### src/rtl/pef_defs.svh
// Summary of operation
// - top bit 1 shows unmasked key/adapter pending
// - top bit 0 shows interrupt drive level
// - battery below threshold sets bit 2
// - thermal level one crossing sets bit 1
// - thermal level two crossing sets bit 0
// - key rising sets bit 3; read clears
// - key held one second sets bit 1
// - warning one hard-off step early, bit 0
// - top bit 7 shows unmasked battery/thermal pending
`ifndef PEF_DEFS_SVH
`define PEF_DEFS_SVH

// ------------------------------------------------------------
// register indices, byte address is four times the index
// ------------------------------------------------------------
`define PEF_IDX_TOP 6'h00
`define PEF_IDX_BT_FLAGS 6'h01
`define PEF_IDX_PK_FLAGS 6'h02
`define PEF_IDX_BT_MASK 6'h10
`define PEF_IDX_PK_MASK 6'h11
`define PEF_IDX_CONFIG 6'h12

// ------------------------------------------------------------
// field positions
// ------------------------------------------------------------
`define PEF_TOP_BT_PEND 7
`define PEF_TOP_PK_PEND 1
`define PEF_TOP_IRQ 0
`define PEF_BT_LOW 2
`define PEF_BT_TJ1 1
`define PEF_BT_TJ2 0
`define PEF_PK_AC_RISE 5
`define PEF_PK_AC_FALL 4
`define PEF_PK_KEY_RISE 3
`define PEF_PK_KEY_FALL 2
`define PEF_PK_LONG 1
`define PEF_PK_WARN 0
`define PEF_BT_FLAG_W 3
`define PEF_PK_FLAG_W 6
`define PEF_HOFF_W 3

// ------------------------------------------------------------
// pin slots in the synchroniser vector
// ------------------------------------------------------------
`define PEF_PIN_BAT 0
`define PEF_PIN_TJ1 1
`define PEF_PIN_TJ2 2
`define PEF_PIN_KEY 3
`define PEF_PIN_AC 4

// ------------------------------------------------------------
// reset values
// ------------------------------------------------------------
`define PEF_RST_BT_FLAGS 3'h0
`define PEF_RST_PK_FLAGS 6'h00
`define PEF_RST_MASK 8'h00
`define PEF_RST_HOFF 3'h0
`define PEF_RST_DATA 32'h0000_0000

// ------------------------------------------------------------
// timing
// ------------------------------------------------------------
`define PEF_CLK_KHZ 200000
`define PEF_LONG_HOLD_MS 1000
`define PEF_HOFF_STEP_MS 1000
`define PEF_HOFF_MIN_WARN 3'h2

`endif

### src/rtl/pef_pkg.sv
package pef_pkg;
   typedef logic [7:0] pef_byte_t;
   typedef logic [5:0] pef_idx_t;
   typedef logic [31:0] pef_cnt_t;
endpackage

### src/rtl/pef_lvl_if.sv
`timescale 1ns/100ps
`default_nettype none
interface pef_lvl_if #(parameter int W = 1);
   logic [W-1:0] clean;
   modport src (output clean);
   modport dst (input clean);
endinterface
`default_nettype wire

### src/rtl/pef_sync.sv
`timescale 1ns/100ps
`default_nettype none
module pef_sync #(
   parameter int W = 1
) (
   input wire logic clock,
   input wire logic rst_n,
   input wire logic [W-1:0] raw,
   pef_lvl_if.src lvl
);
   logic [W-1:0] s1_ff;
   logic [W-1:0] s2_ff;
   logic [W-1:0] s3_ff;
   logic [W-1:0] clean_ff;

   // ------------------------------------------------------------
   // three stages, change taken once stages two and three agree
   // ------------------------------------------------------------
   always_ff @(posedge clock) begin
      if (!rst_n) begin
         s1_ff <= '0;
         s2_ff <= '0;
         s3_ff <= '0;
      end else begin
         s1_ff <= raw;
         s2_ff <= s1_ff;
         s3_ff <= s2_ff;
      end
   end

   genvar i;
   generate
      for (i = 0; i < W; i++) begin : g_bit
         always_ff @(posedge clock) begin
            if (!rst_n) begin
               clean_ff[i] <= 1'b0;
            end else if (s2_ff[i] == s3_ff[i]) begin
               clean_ff[i] <= s3_ff[i];
            end
         end
      end
   endgenerate

   assign lvl.clean = clean_ff;
endmodule
`default_nettype wire

### src/rtl/pef_top.sv
`timescale 1ns/100ps
`default_nettype none
`include "pef_defs.svh"
module pef_top
   import pef_pkg::*;
#(
   parameter int unsigned LONG_HOLD_CYCLES = `PEF_LONG_HOLD_MS * `PEF_CLK_KHZ,
   parameter int unsigned HOFF_STEP_CYCLES = `PEF_HOFF_STEP_MS * `PEF_CLK_KHZ
) (
   input wire logic clock,
   input wire logic rst_n,
   input wire logic psel,
   input wire logic penable,
   input wire logic pwrite,
   input wire logic [7:0] paddr,
   input wire logic [31:0] pwdata,
   output logic [31:0] prdata,
   output logic pready,
   output logic pslverr,
   input wire logic battery_below_threshold,
   input wire logic thermal_over_level_one,
   input wire logic thermal_over_level_two,
   input wire logic power_key_input,
   input wire logic adapter_present_input,
   output logic irq_out
);

   // ------------------------------------------------------------
   // pin synchronisation
   // ------------------------------------------------------------
   localparam int NPIN = 5;

   logic [NPIN-1:0] pins_raw;

   assign pins_raw[`PEF_PIN_BAT] = battery_below_threshold;
   assign pins_raw[`PEF_PIN_TJ1] = thermal_over_level_one;
   assign pins_raw[`PEF_PIN_TJ2] = thermal_over_level_two;
   assign pins_raw[`PEF_PIN_KEY] = power_key_input;
   assign pins_raw[`PEF_PIN_AC] = adapter_present_input;

   pef_lvl_if #(.W(NPIN)) pins_if ();

   pef_sync #(.W(NPIN)) u_sync (
      .clock(clock),
      .rst_n(rst_n),
      .raw(pins_raw),
      .lvl(pins_if.src)
   );

   logic [NPIN-1:0] cur;
   logic [NPIN-1:0] prev_ff;
   logic [NPIN-1:0] rise;
   logic [NPIN-1:0] fall;

   assign cur = pins_if.clean;
   assign rise = cur & ~prev_ff;
   assign fall = ~cur & prev_ff;

   // prev starts low, so a pin already high at reset gives one rising edge
   always_ff @(posedge clock) begin
      if (!rst_n) begin
         prev_ff <= '0;
      end else begin
         prev_ff <= cur;
      end
   end

   // ------------------------------------------------------------
   // apb decode
   // ------------------------------------------------------------
   logic setup;
   logic access;
   logic aligned;
   pef_idx_t idx;
   logic mapped;
   // answer registers, read here by the decode and the clear logic
   logic [31:0] prdata_ff;
   logic pready_ff;
   logic pslverr_ff;

   assign setup = psel & ~penable;
   assign access = psel & penable & pready_ff;
   assign aligned = (paddr[1:0] == 2'b00);
   assign idx = paddr[7:2];

   // unaligned or unknown index is refused
   always_comb begin
      mapped = 1'b0;
      if (aligned) begin
         unique case (idx)
            `PEF_IDX_TOP, `PEF_IDX_BT_FLAGS, `PEF_IDX_PK_FLAGS,
            `PEF_IDX_BT_MASK, `PEF_IDX_PK_MASK, `PEF_IDX_CONFIG: mapped = 1'b1;
            default: mapped = 1'b0;
         endcase
      end
   end

   // ------------------------------------------------------------
   // control registers
   // ------------------------------------------------------------
   pef_byte_t bt_mask_ff;
   pef_byte_t pk_mask_ff;
   logic [`PEF_HOFF_W-1:0] hoff_set_ff;
   logic wr_hit;

   assign wr_hit = access & pwrite & mapped;

   // flag registers and top summary are read only, writes drop
   always_ff @(posedge clock) begin
      if (!rst_n) begin
         bt_mask_ff <= `PEF_RST_MASK;
         pk_mask_ff <= `PEF_RST_MASK;
         hoff_set_ff <= `PEF_RST_HOFF;
      end else if (wr_hit) begin
         if (idx == `PEF_IDX_BT_MASK) begin
            bt_mask_ff <= pwdata[7:0];
         end
         if (idx == `PEF_IDX_PK_MASK) begin
            pk_mask_ff <= pwdata[7:0];
         end
         if (idx == `PEF_IDX_CONFIG) begin
            hoff_set_ff <= pwdata[`PEF_HOFF_W-1:0];
         end
      end
   end

   // ------------------------------------------------------------
   // power key hold timer
   // ------------------------------------------------------------
   pef_cnt_t hold_cnt_ff;
   pef_cnt_t warn_cycles;
   logic key_lvl;
   logic long_hit;
   logic warn_hit;

   assign key_lvl = cur[`PEF_PIN_KEY];

   // saturates, so a very long press never wraps into a second hit
   always_ff @(posedge clock) begin
      if (!rst_n) begin
         hold_cnt_ff <= '0;
      end else if (!key_lvl) begin
         hold_cnt_ff <= '0;
      end else if (hold_cnt_ff != '1) begin
         hold_cnt_ff <= hold_cnt_ff + 32'h0000_0001;
      end
   end

   // warning sits one hard-off step ahead of the programmed time
   assign warn_cycles = 32'(hoff_set_ff - 3'h1) * 32'(HOFF_STEP_CYCLES);
   assign long_hit = key_lvl && (hold_cnt_ff == 32'(LONG_HOLD_CYCLES - 1));
   // settings below two give no warning, there is no earlier step
   assign warn_hit = key_lvl && (hoff_set_ff >= `PEF_HOFF_MIN_WARN) &&
                     (hold_cnt_ff == warn_cycles - 32'h0000_0001);

   // ------------------------------------------------------------
   // event flags
   // ------------------------------------------------------------
   logic [`PEF_BT_FLAG_W-1:0] bt_flags_ff;
   logic [`PEF_PK_FLAG_W-1:0] pk_flags_ff;
   logic [`PEF_BT_FLAG_W-1:0] bt_set;
   logic [`PEF_PK_FLAG_W-1:0] pk_set;
   logic [`PEF_BT_FLAG_W-1:0] bt_clr;
   logic [`PEF_PK_FLAG_W-1:0] pk_clr;
   logic rd_done;
   logic rd_bt;
   logic rd_pk;

   // edges come after the synchroniser agrees, about four cycles late
   always_comb begin
      bt_set = '0;
      bt_set[`PEF_BT_LOW] = rise[`PEF_PIN_BAT];
      bt_set[`PEF_BT_TJ1] = rise[`PEF_PIN_TJ1];
      bt_set[`PEF_BT_TJ2] = rise[`PEF_PIN_TJ2];
      pk_set = '0;
      pk_set[`PEF_PK_AC_RISE] = rise[`PEF_PIN_AC];
      pk_set[`PEF_PK_AC_FALL] = fall[`PEF_PIN_AC];
      pk_set[`PEF_PK_KEY_RISE] = rise[`PEF_PIN_KEY];
      pk_set[`PEF_PK_KEY_FALL] = fall[`PEF_PIN_KEY];
      pk_set[`PEF_PK_LONG] = long_hit;
      pk_set[`PEF_PK_WARN] = warn_hit;
   end

   // only bits shown to the reader clear, so a later event is never lost
   assign rd_done = access & ~pwrite;
   assign rd_bt = rd_done && aligned && (idx == `PEF_IDX_BT_FLAGS);
   assign rd_pk = rd_done && aligned && (idx == `PEF_IDX_PK_FLAGS);
   assign bt_clr = rd_bt ? prdata_ff[`PEF_BT_FLAG_W-1:0] : '0;
   assign pk_clr = rd_pk ? prdata_ff[`PEF_PK_FLAG_W-1:0] : '0;

   // set wins over clear in the same cycle
   always_ff @(posedge clock) begin
      if (!rst_n) begin
         bt_flags_ff <= `PEF_RST_BT_FLAGS;
      end else begin
         bt_flags_ff <= (bt_flags_ff & ~bt_clr) | bt_set;
      end
   end

   always_ff @(posedge clock) begin
      if (!rst_n) begin
         pk_flags_ff <= `PEF_RST_PK_FLAGS;
      end else begin
         pk_flags_ff <= (pk_flags_ff & ~pk_clr) | pk_set;
      end
   end

   // ------------------------------------------------------------
   // group summaries and interrupt drive
   // ------------------------------------------------------------
   logic bt_pend;
   logic pk_pend;
   logic irq_ff;

   // mask bit high blocks the flag
   assign bt_pend = |(bt_flags_ff & ~bt_mask_ff[`PEF_BT_FLAG_W-1:0]);
   assign pk_pend = |(pk_flags_ff & ~pk_mask_ff[`PEF_PK_FLAG_W-1:0]);

   // registered so the pin never glitches while flags settle
   always_ff @(posedge clock) begin
      if (!rst_n) begin
         irq_ff <= 1'b0;
      end else begin
         irq_ff <= bt_pend | pk_pend;
      end
   end

   // ------------------------------------------------------------
   // read mux
   // ------------------------------------------------------------
   // pending bits are live, bit 0 is the registered drive
   pef_byte_t rd_byte;

   always_comb begin
      rd_byte = '0;
      if (aligned) begin
         unique case (idx)
            `PEF_IDX_TOP: begin
               rd_byte[`PEF_TOP_BT_PEND] = bt_pend;
               rd_byte[`PEF_TOP_PK_PEND] = pk_pend;
               rd_byte[`PEF_TOP_IRQ] = irq_ff;
            end
            `PEF_IDX_BT_FLAGS: begin
               // upper bits read zero, host ignores them anyway
               rd_byte[`PEF_BT_FLAG_W-1:0] = bt_flags_ff;
            end
            `PEF_IDX_PK_FLAGS: begin
               rd_byte[`PEF_PK_FLAG_W-1:0] = pk_flags_ff;
            end
            `PEF_IDX_BT_MASK: begin
               rd_byte = bt_mask_ff;
            end
            `PEF_IDX_PK_MASK: begin
               rd_byte = pk_mask_ff;
            end
            `PEF_IDX_CONFIG: begin
               rd_byte[`PEF_HOFF_W-1:0] = hoff_set_ff;
            end
            default: begin
               rd_byte = '0;
            end
         endcase
      end
   end

   // ------------------------------------------------------------
   // apb answer, data captured in setup, one access cycle
   // ------------------------------------------------------------
   always_ff @(posedge clock) begin
      if (!rst_n) begin
         pready_ff <= 1'b0;
      end else begin
         pready_ff <= setup;
      end
   end

   always_ff @(posedge clock) begin
      if (!rst_n) begin
         prdata_ff <= `PEF_RST_DATA;
      end else if (setup) begin
         prdata_ff <= pwrite ? `PEF_RST_DATA : {24'h00_0000, rd_byte};
      end
   end

   // refusal stands one cycle, together with pready
   always_ff @(posedge clock) begin
      if (!rst_n) begin
         pslverr_ff <= 1'b0;
      end else if (setup) begin
         pslverr_ff <= ~mapped;
      end else begin
         pslverr_ff <= 1'b0;
      end
   end

   assign prdata = prdata_ff;
   assign pready = pready_ff;
   assign pslverr = pslverr_ff;
   assign irq_out = irq_ff;

endmodule
`default_nettype wire

### config.mk
export PLATFORM = sky130hd
export DESIGN_NAME = pef_top
export DESIGN_NICKNAME = d
export VERILOG_FILES = /design/src/rtl/pef_pkg.sv /design/src/rtl/pef_lvl_if.sv /design/src/rtl/pef_sync.sv /design/src/rtl/pef_top.sv
export VERILOG_INCLUDE_DIRS = /design/src /design/src/rtl
export SDC_FILE = /design/constraint.sdc
export NUM_CORES = 1
export LEC_CHECK = 0
export BUFFER_PORTS_ARGS = -buffer_cell sky130_fd_sc_hd__buf_2
export CORE_ASPECT_RATIO = 1.75
export CORE_MARGIN = 4
export CORE_UTILIZATION = 50
export DETAILED_ROUTE_END_ITERATION = 10
export PLACE_DENSITY = 0.69
export SLEW_MARGIN = 30
export SYNTH_ARGS = -nofsm -noshare
export SYNTH_HDL_FRONTEND = slang
export SYNTH_HIERARCHICAL = 1
export SYNTH_SLANG_ARGS = --single-unit
### constraint.sdc
create_clock -name clock -period 8.85 [get_ports clock]
set_clock_uncertainty 0.2 [all_clocks]
set_input_delay 1.3275 -clock clock [delete_from_list [all_inputs] [get_ports clock]]
set_output_delay 1.3275 -clock clock [all_outputs]
set_load 0.02 [all_outputs]
==> results.py <==
metrics = {
    "run_status": {
        "status": "complete, no violations",
    },
    "sta": {
        "relSlewSlack_pct": 32.9,
        "post-route-period-util_pct": 81.7,
        "setup_viol": 0,
        "fin_ws_ns": 1.62,
        "drv_slew": 0,
        "final.setup.tns_ns": 0,
        "rsz0062_at_grt": "no",
        "worst_pin_slew_ns": 0.994,
        "min_period_ns": 7.23,
        "fmax_mhz": 138,
        "hold_viol": 0,
    },
    "route": {
        "drt_drc_violations_left": 0,
        "wl_met1_um": 6350,
        "drt.antenna.violating_nets": 0,
        "viasPerCell": 5.57,
        "highest_layer": "met4",
        "vias": 6110,
        "drt_iter0_drc": 222,
        "wl_per_cell_um": 16.4,
        "drtPass1Iterations": 4,
        "wl_met3_um": 693,
        "dr_wl_met2_um": 9910,
        "wl_um": 18000,
    },
    "setup_path": {
        "cp_max_fo": 11,
        "arrival_ns": 7.30,
        "r2r_end": "pk_flags_ff[0]$_SDFF_PN0_",
        "crit_end": "pk_flags_ff[0]$_SDFF_PN0_",
        "critPathRequiredTime_ns": 8.92,
        "worstSetupStartpoint": "hoff_set_ff[0]$_SDFFE_PN0P_",
        "worst_setup_path_end_kind": "register",
        "reg2reg_from": "hoff_set_ff[0]$_SDFFE_PN0P_",
        "ff2ff_setup_slack_ns": 1.62,
        "critPathLaunchType": "register",
        "r2r_cells": 24,
        "worstSetupPathType": "reg2reg",
    },
    "place": {
        "port_buffers": 36,
        "post-dp-hpwl_um": 14400,
        "dp_cells": 1081,
        "place_ws_ns": 1.68,
        "routabilityCongestion": 0.949,
    },
    "pwr": {
        "powerDensity_nw_per_um2": 107,
        "peakVddDrop_uv": 116,
        "power_uw": 882,
        "p_leak_nw": 3.41,
    },
    "cells_and_area": {
        "stdcell_count": 1097,
        "syn_to_final_growth_pct": 7.48,
        "final_nets": 1059,
        "regArea_um2": 1920,
        "antennaDiodeCount": 0,
        "drive_gt1_share_pct": 9.30,
        "postLayoutCoreUtil_pct": 55.1,
        "nFillCells": 1390,
        "multi_input_area_um2": 5180,
    },
    "synthesis": {
        "synth-edff-count": 0,
        "async_flop_share_pct": 0,
        "synthCells": 884,
        "synthFlopType": "dfxtp_1",
        "yosysUniqueCellTypes": 74,
        "postSynthAreaPerCell_um2": 8.64,
        "ys_warn_count": 6,
        "syn_area_um2": 7640,
        "synth_seq_cells": 96,
        "yosysSeqAreaShare_pct": 25.2,
    },
    "global_routing": {
        "grt_max_degree": 38,
        "grt_overflow": 0,
        "antenna_found_initial": 0,
        "grt_pass1_wl_um": 29600,
        "grt.total_usage_pct": 21.5,
        "grt_pass1_vias": 6179,
    },
    "cts": {
        "postCtsSetupBuffers": 0,
        "htreeDepth": 3,
        "clk_latency_ns": 0.35,
        "holdBufCountCts": 0,
        "cts_made_buffers": 9,
        "cts_tree": "built",
        "postCtsResizedCells": 0,
        "cts_sinks": 96,
        "cts.clk_slew.worst_paths_ns": 0.08,
        "clockBufferDepth": 2,
        "cts_root_buf": "clkbuf_16",
    },
    "floorplanning": {
        "die_x_um": 101,
        "core_area_um2": 14900,
        "die_h_um": 172,
        "ios": 85,
        "num_rows": 59,
        "die_area_um2": 17400,
        "initial_core_util_pct": 51.2,
    },
    "hold_path": {
        "hp-class": "reg2reg",
    },
    "run": {
        "drv_cap": 0,
    },
}
==> how the worst min path moves through the flow <==
| stage | to | from | cells after the start |
|---|---|---|---|
| final | u_sync/s2_ff[2]$_SDFF_PN0_ | u_sync/s1_ff[2]$_SDFF_PN0_ | 1 |
| after CTS | u_sync/s2_ff[2]$_SDFF_PN0_ | u_sync/s1_ff[2]$_SDFF_PN0_ | 1 |
| after global placement | u_sync/s2_ff[2]$_SDFF_PN0_ | u_sync/s1_ff[2]$_SDFF_PN0_ | 1 |
| after floorplan | u_sync/s2_ff[2]$_SDFF_PN0_ | u_sync/s1_ff[2]$_SDFF_PN0_ | 1 |
| after global routing | u_sync/s2_ff[1]$_SDFF_PN0_ | u_sync/s1_ff[1]$_SDFF_PN0_ | 1 |
| after detailed placement | u_sync/s2_ff[2]$_SDFF_PN0_ | u_sync/s1_ff[2]$_SDFF_PN0_ | 1 |
==> flip-flops by register name, summed over array words and instances, names as in the netlist, 3 cells and up <==
name              cells
bt_flags_ff           3
bt_mask_ff            8
hoff_set_ff           3
hold_cnt_ff          32
pk_flags_ff           6
pk_mask_ff            8
prdata                8
prev_ff               5
u_sync/lvl.clean      5
u_sync/s1_ff          5
u_sync/s2_ff          5
u_sync/s3_ff          5
==> power breakdown <==
group	leakage [nW]	switching [mW]	internal (mW)
sequential	0.776	0.00124	0.435
combinational	2.48	0.0305	0.0152
clock	0.150	0.198	0.202
total	3.41	0.230	0.652
==> critical path, stage by stage (launching register included) <==
cell	delay, ns
dfxtp_1	0.31
inv_1	0.26
ha_1	0.49
xor2_1	0.25
buf_4	0.20
ha_1	0.21
inv_1	0.06
fa_1	0.47
inv_1	0.04
ha_1	0.21
ha_1	0.28
inv_1	0.05
fa_1	0.47
inv_1	0.05
fa_1	0.48
ha_1	0.41
and2_1	0.19
a221oi_1	0.64
a21o_1	0.21
nand3_1	0.15
or3_1	0.39
a311o_1	0.38
a2111oi_2	0.40
nand4_1	0.17
o31ai_2	0.18
==> cells in the final DEF (no fill, tap or decap), types with 4 or more instances in the layout <==
cell type,Yosys,layout
a211oi_1,4,4
a21boi_2,5,5
a21o_1,8,8
a21oi_1,28,28
a22oi_1,6,6
a31oi_1,4,4
and2_1,27,27
and3_1,9,9
buf_2,2,36
buf_4,26,11
clkbuf_16,0,9
conb_1,1,25
dfxtp_1,96,96
fa_1,29,29
ha_1,71,71
inv_1,81,81
mux2i_1,32,32
nand2_1,47,47
nand2b_1,5,5
nand3_1,27,27
nand4_1,17,17
nor2_1,90,90
nor2b_1,6,6
nor3_1,16,16
nor3b_1,4,4
nor4_1,16,16
o2111ai_1,4,4
o21a_1,7,7
o21ai_0,26,26
o22ai_1,4,4
or3_1,12,12
xnor2_1,48,48
xor2_1,32,32
==> routing by layer <==
| metal | up-vias | global-route usage, % |
|---|---|---|
| li1 | 3033 | - |
| met1 | 2879 | 20.7 |
| met2 | 140 | 41.8 |
| met3 | 58 | 3.17 |
| met4 | 0 | 12.4 |
| met5 | - | 0 |
==> Yosys cell counts (all sizes together) (8+ instances only) <==
cell	instances	area (µm²)
dfxtp	96	1920
nor2	90	338
inv	82	308
ha	71	888
xnor2	48	420
nand2	47	176
xor2	33	297
mux2i	32	320
buf	31	224
and2	29	185
fa	29	581
a21oi	28	140
nand3	27	135
clkbuf	26	97.6
o21ai	26	130
nor4	18	125
nand4	17	106
nor3	16	80.1
or3	12	75.1
and3	9	56.3
a21o	8	60.1
==> area by class of cell <==
| class | count | area share, % |
|---|---|---|
| clock buffer | 9 | 2.74 |
| clock inverter | 7 | 1.05 |
| inverter | 82 | 3.75 |
| multi-input combinational | 673 | 63.1 |
| sequential | 96 | 23.4 |
| tap | 183 | 2.79 |
| timing repair buffer | 47 | 3.20 |
==> cells by family (layout without fill, tap and decap cells) <==
kind of cell / Yosys count / after routing / share of synthesized area [%]
AOI/OAI and AO/OA: 131 / 131 / 12.2
buffers and inverters: 139 / 145 / 8.24
other: 1 / 25 / 0.0491
xor gates and xnor gates: 85 / 85 / 10.7
DFF: 96 / 96 / 25.2
adders and majority gates: 100 / 100 / 19.2
muxes: 35 / 35 / 4.63
and+or+nand+nor: 297 / 297 / 19.9
==> through the flow <==
stage / area (µm²) / hold WS (ns)
after floorplan: 7730 / 0.206
after global placement: 7900 / 0.215
after detailed placement: 7900 / 0.217
after CTS: 8210 / 0.235
after global routing: 8210 / 0.258
final: 8210 / 0.233
No activity file was read; power rests on OpenSTA's default activity.
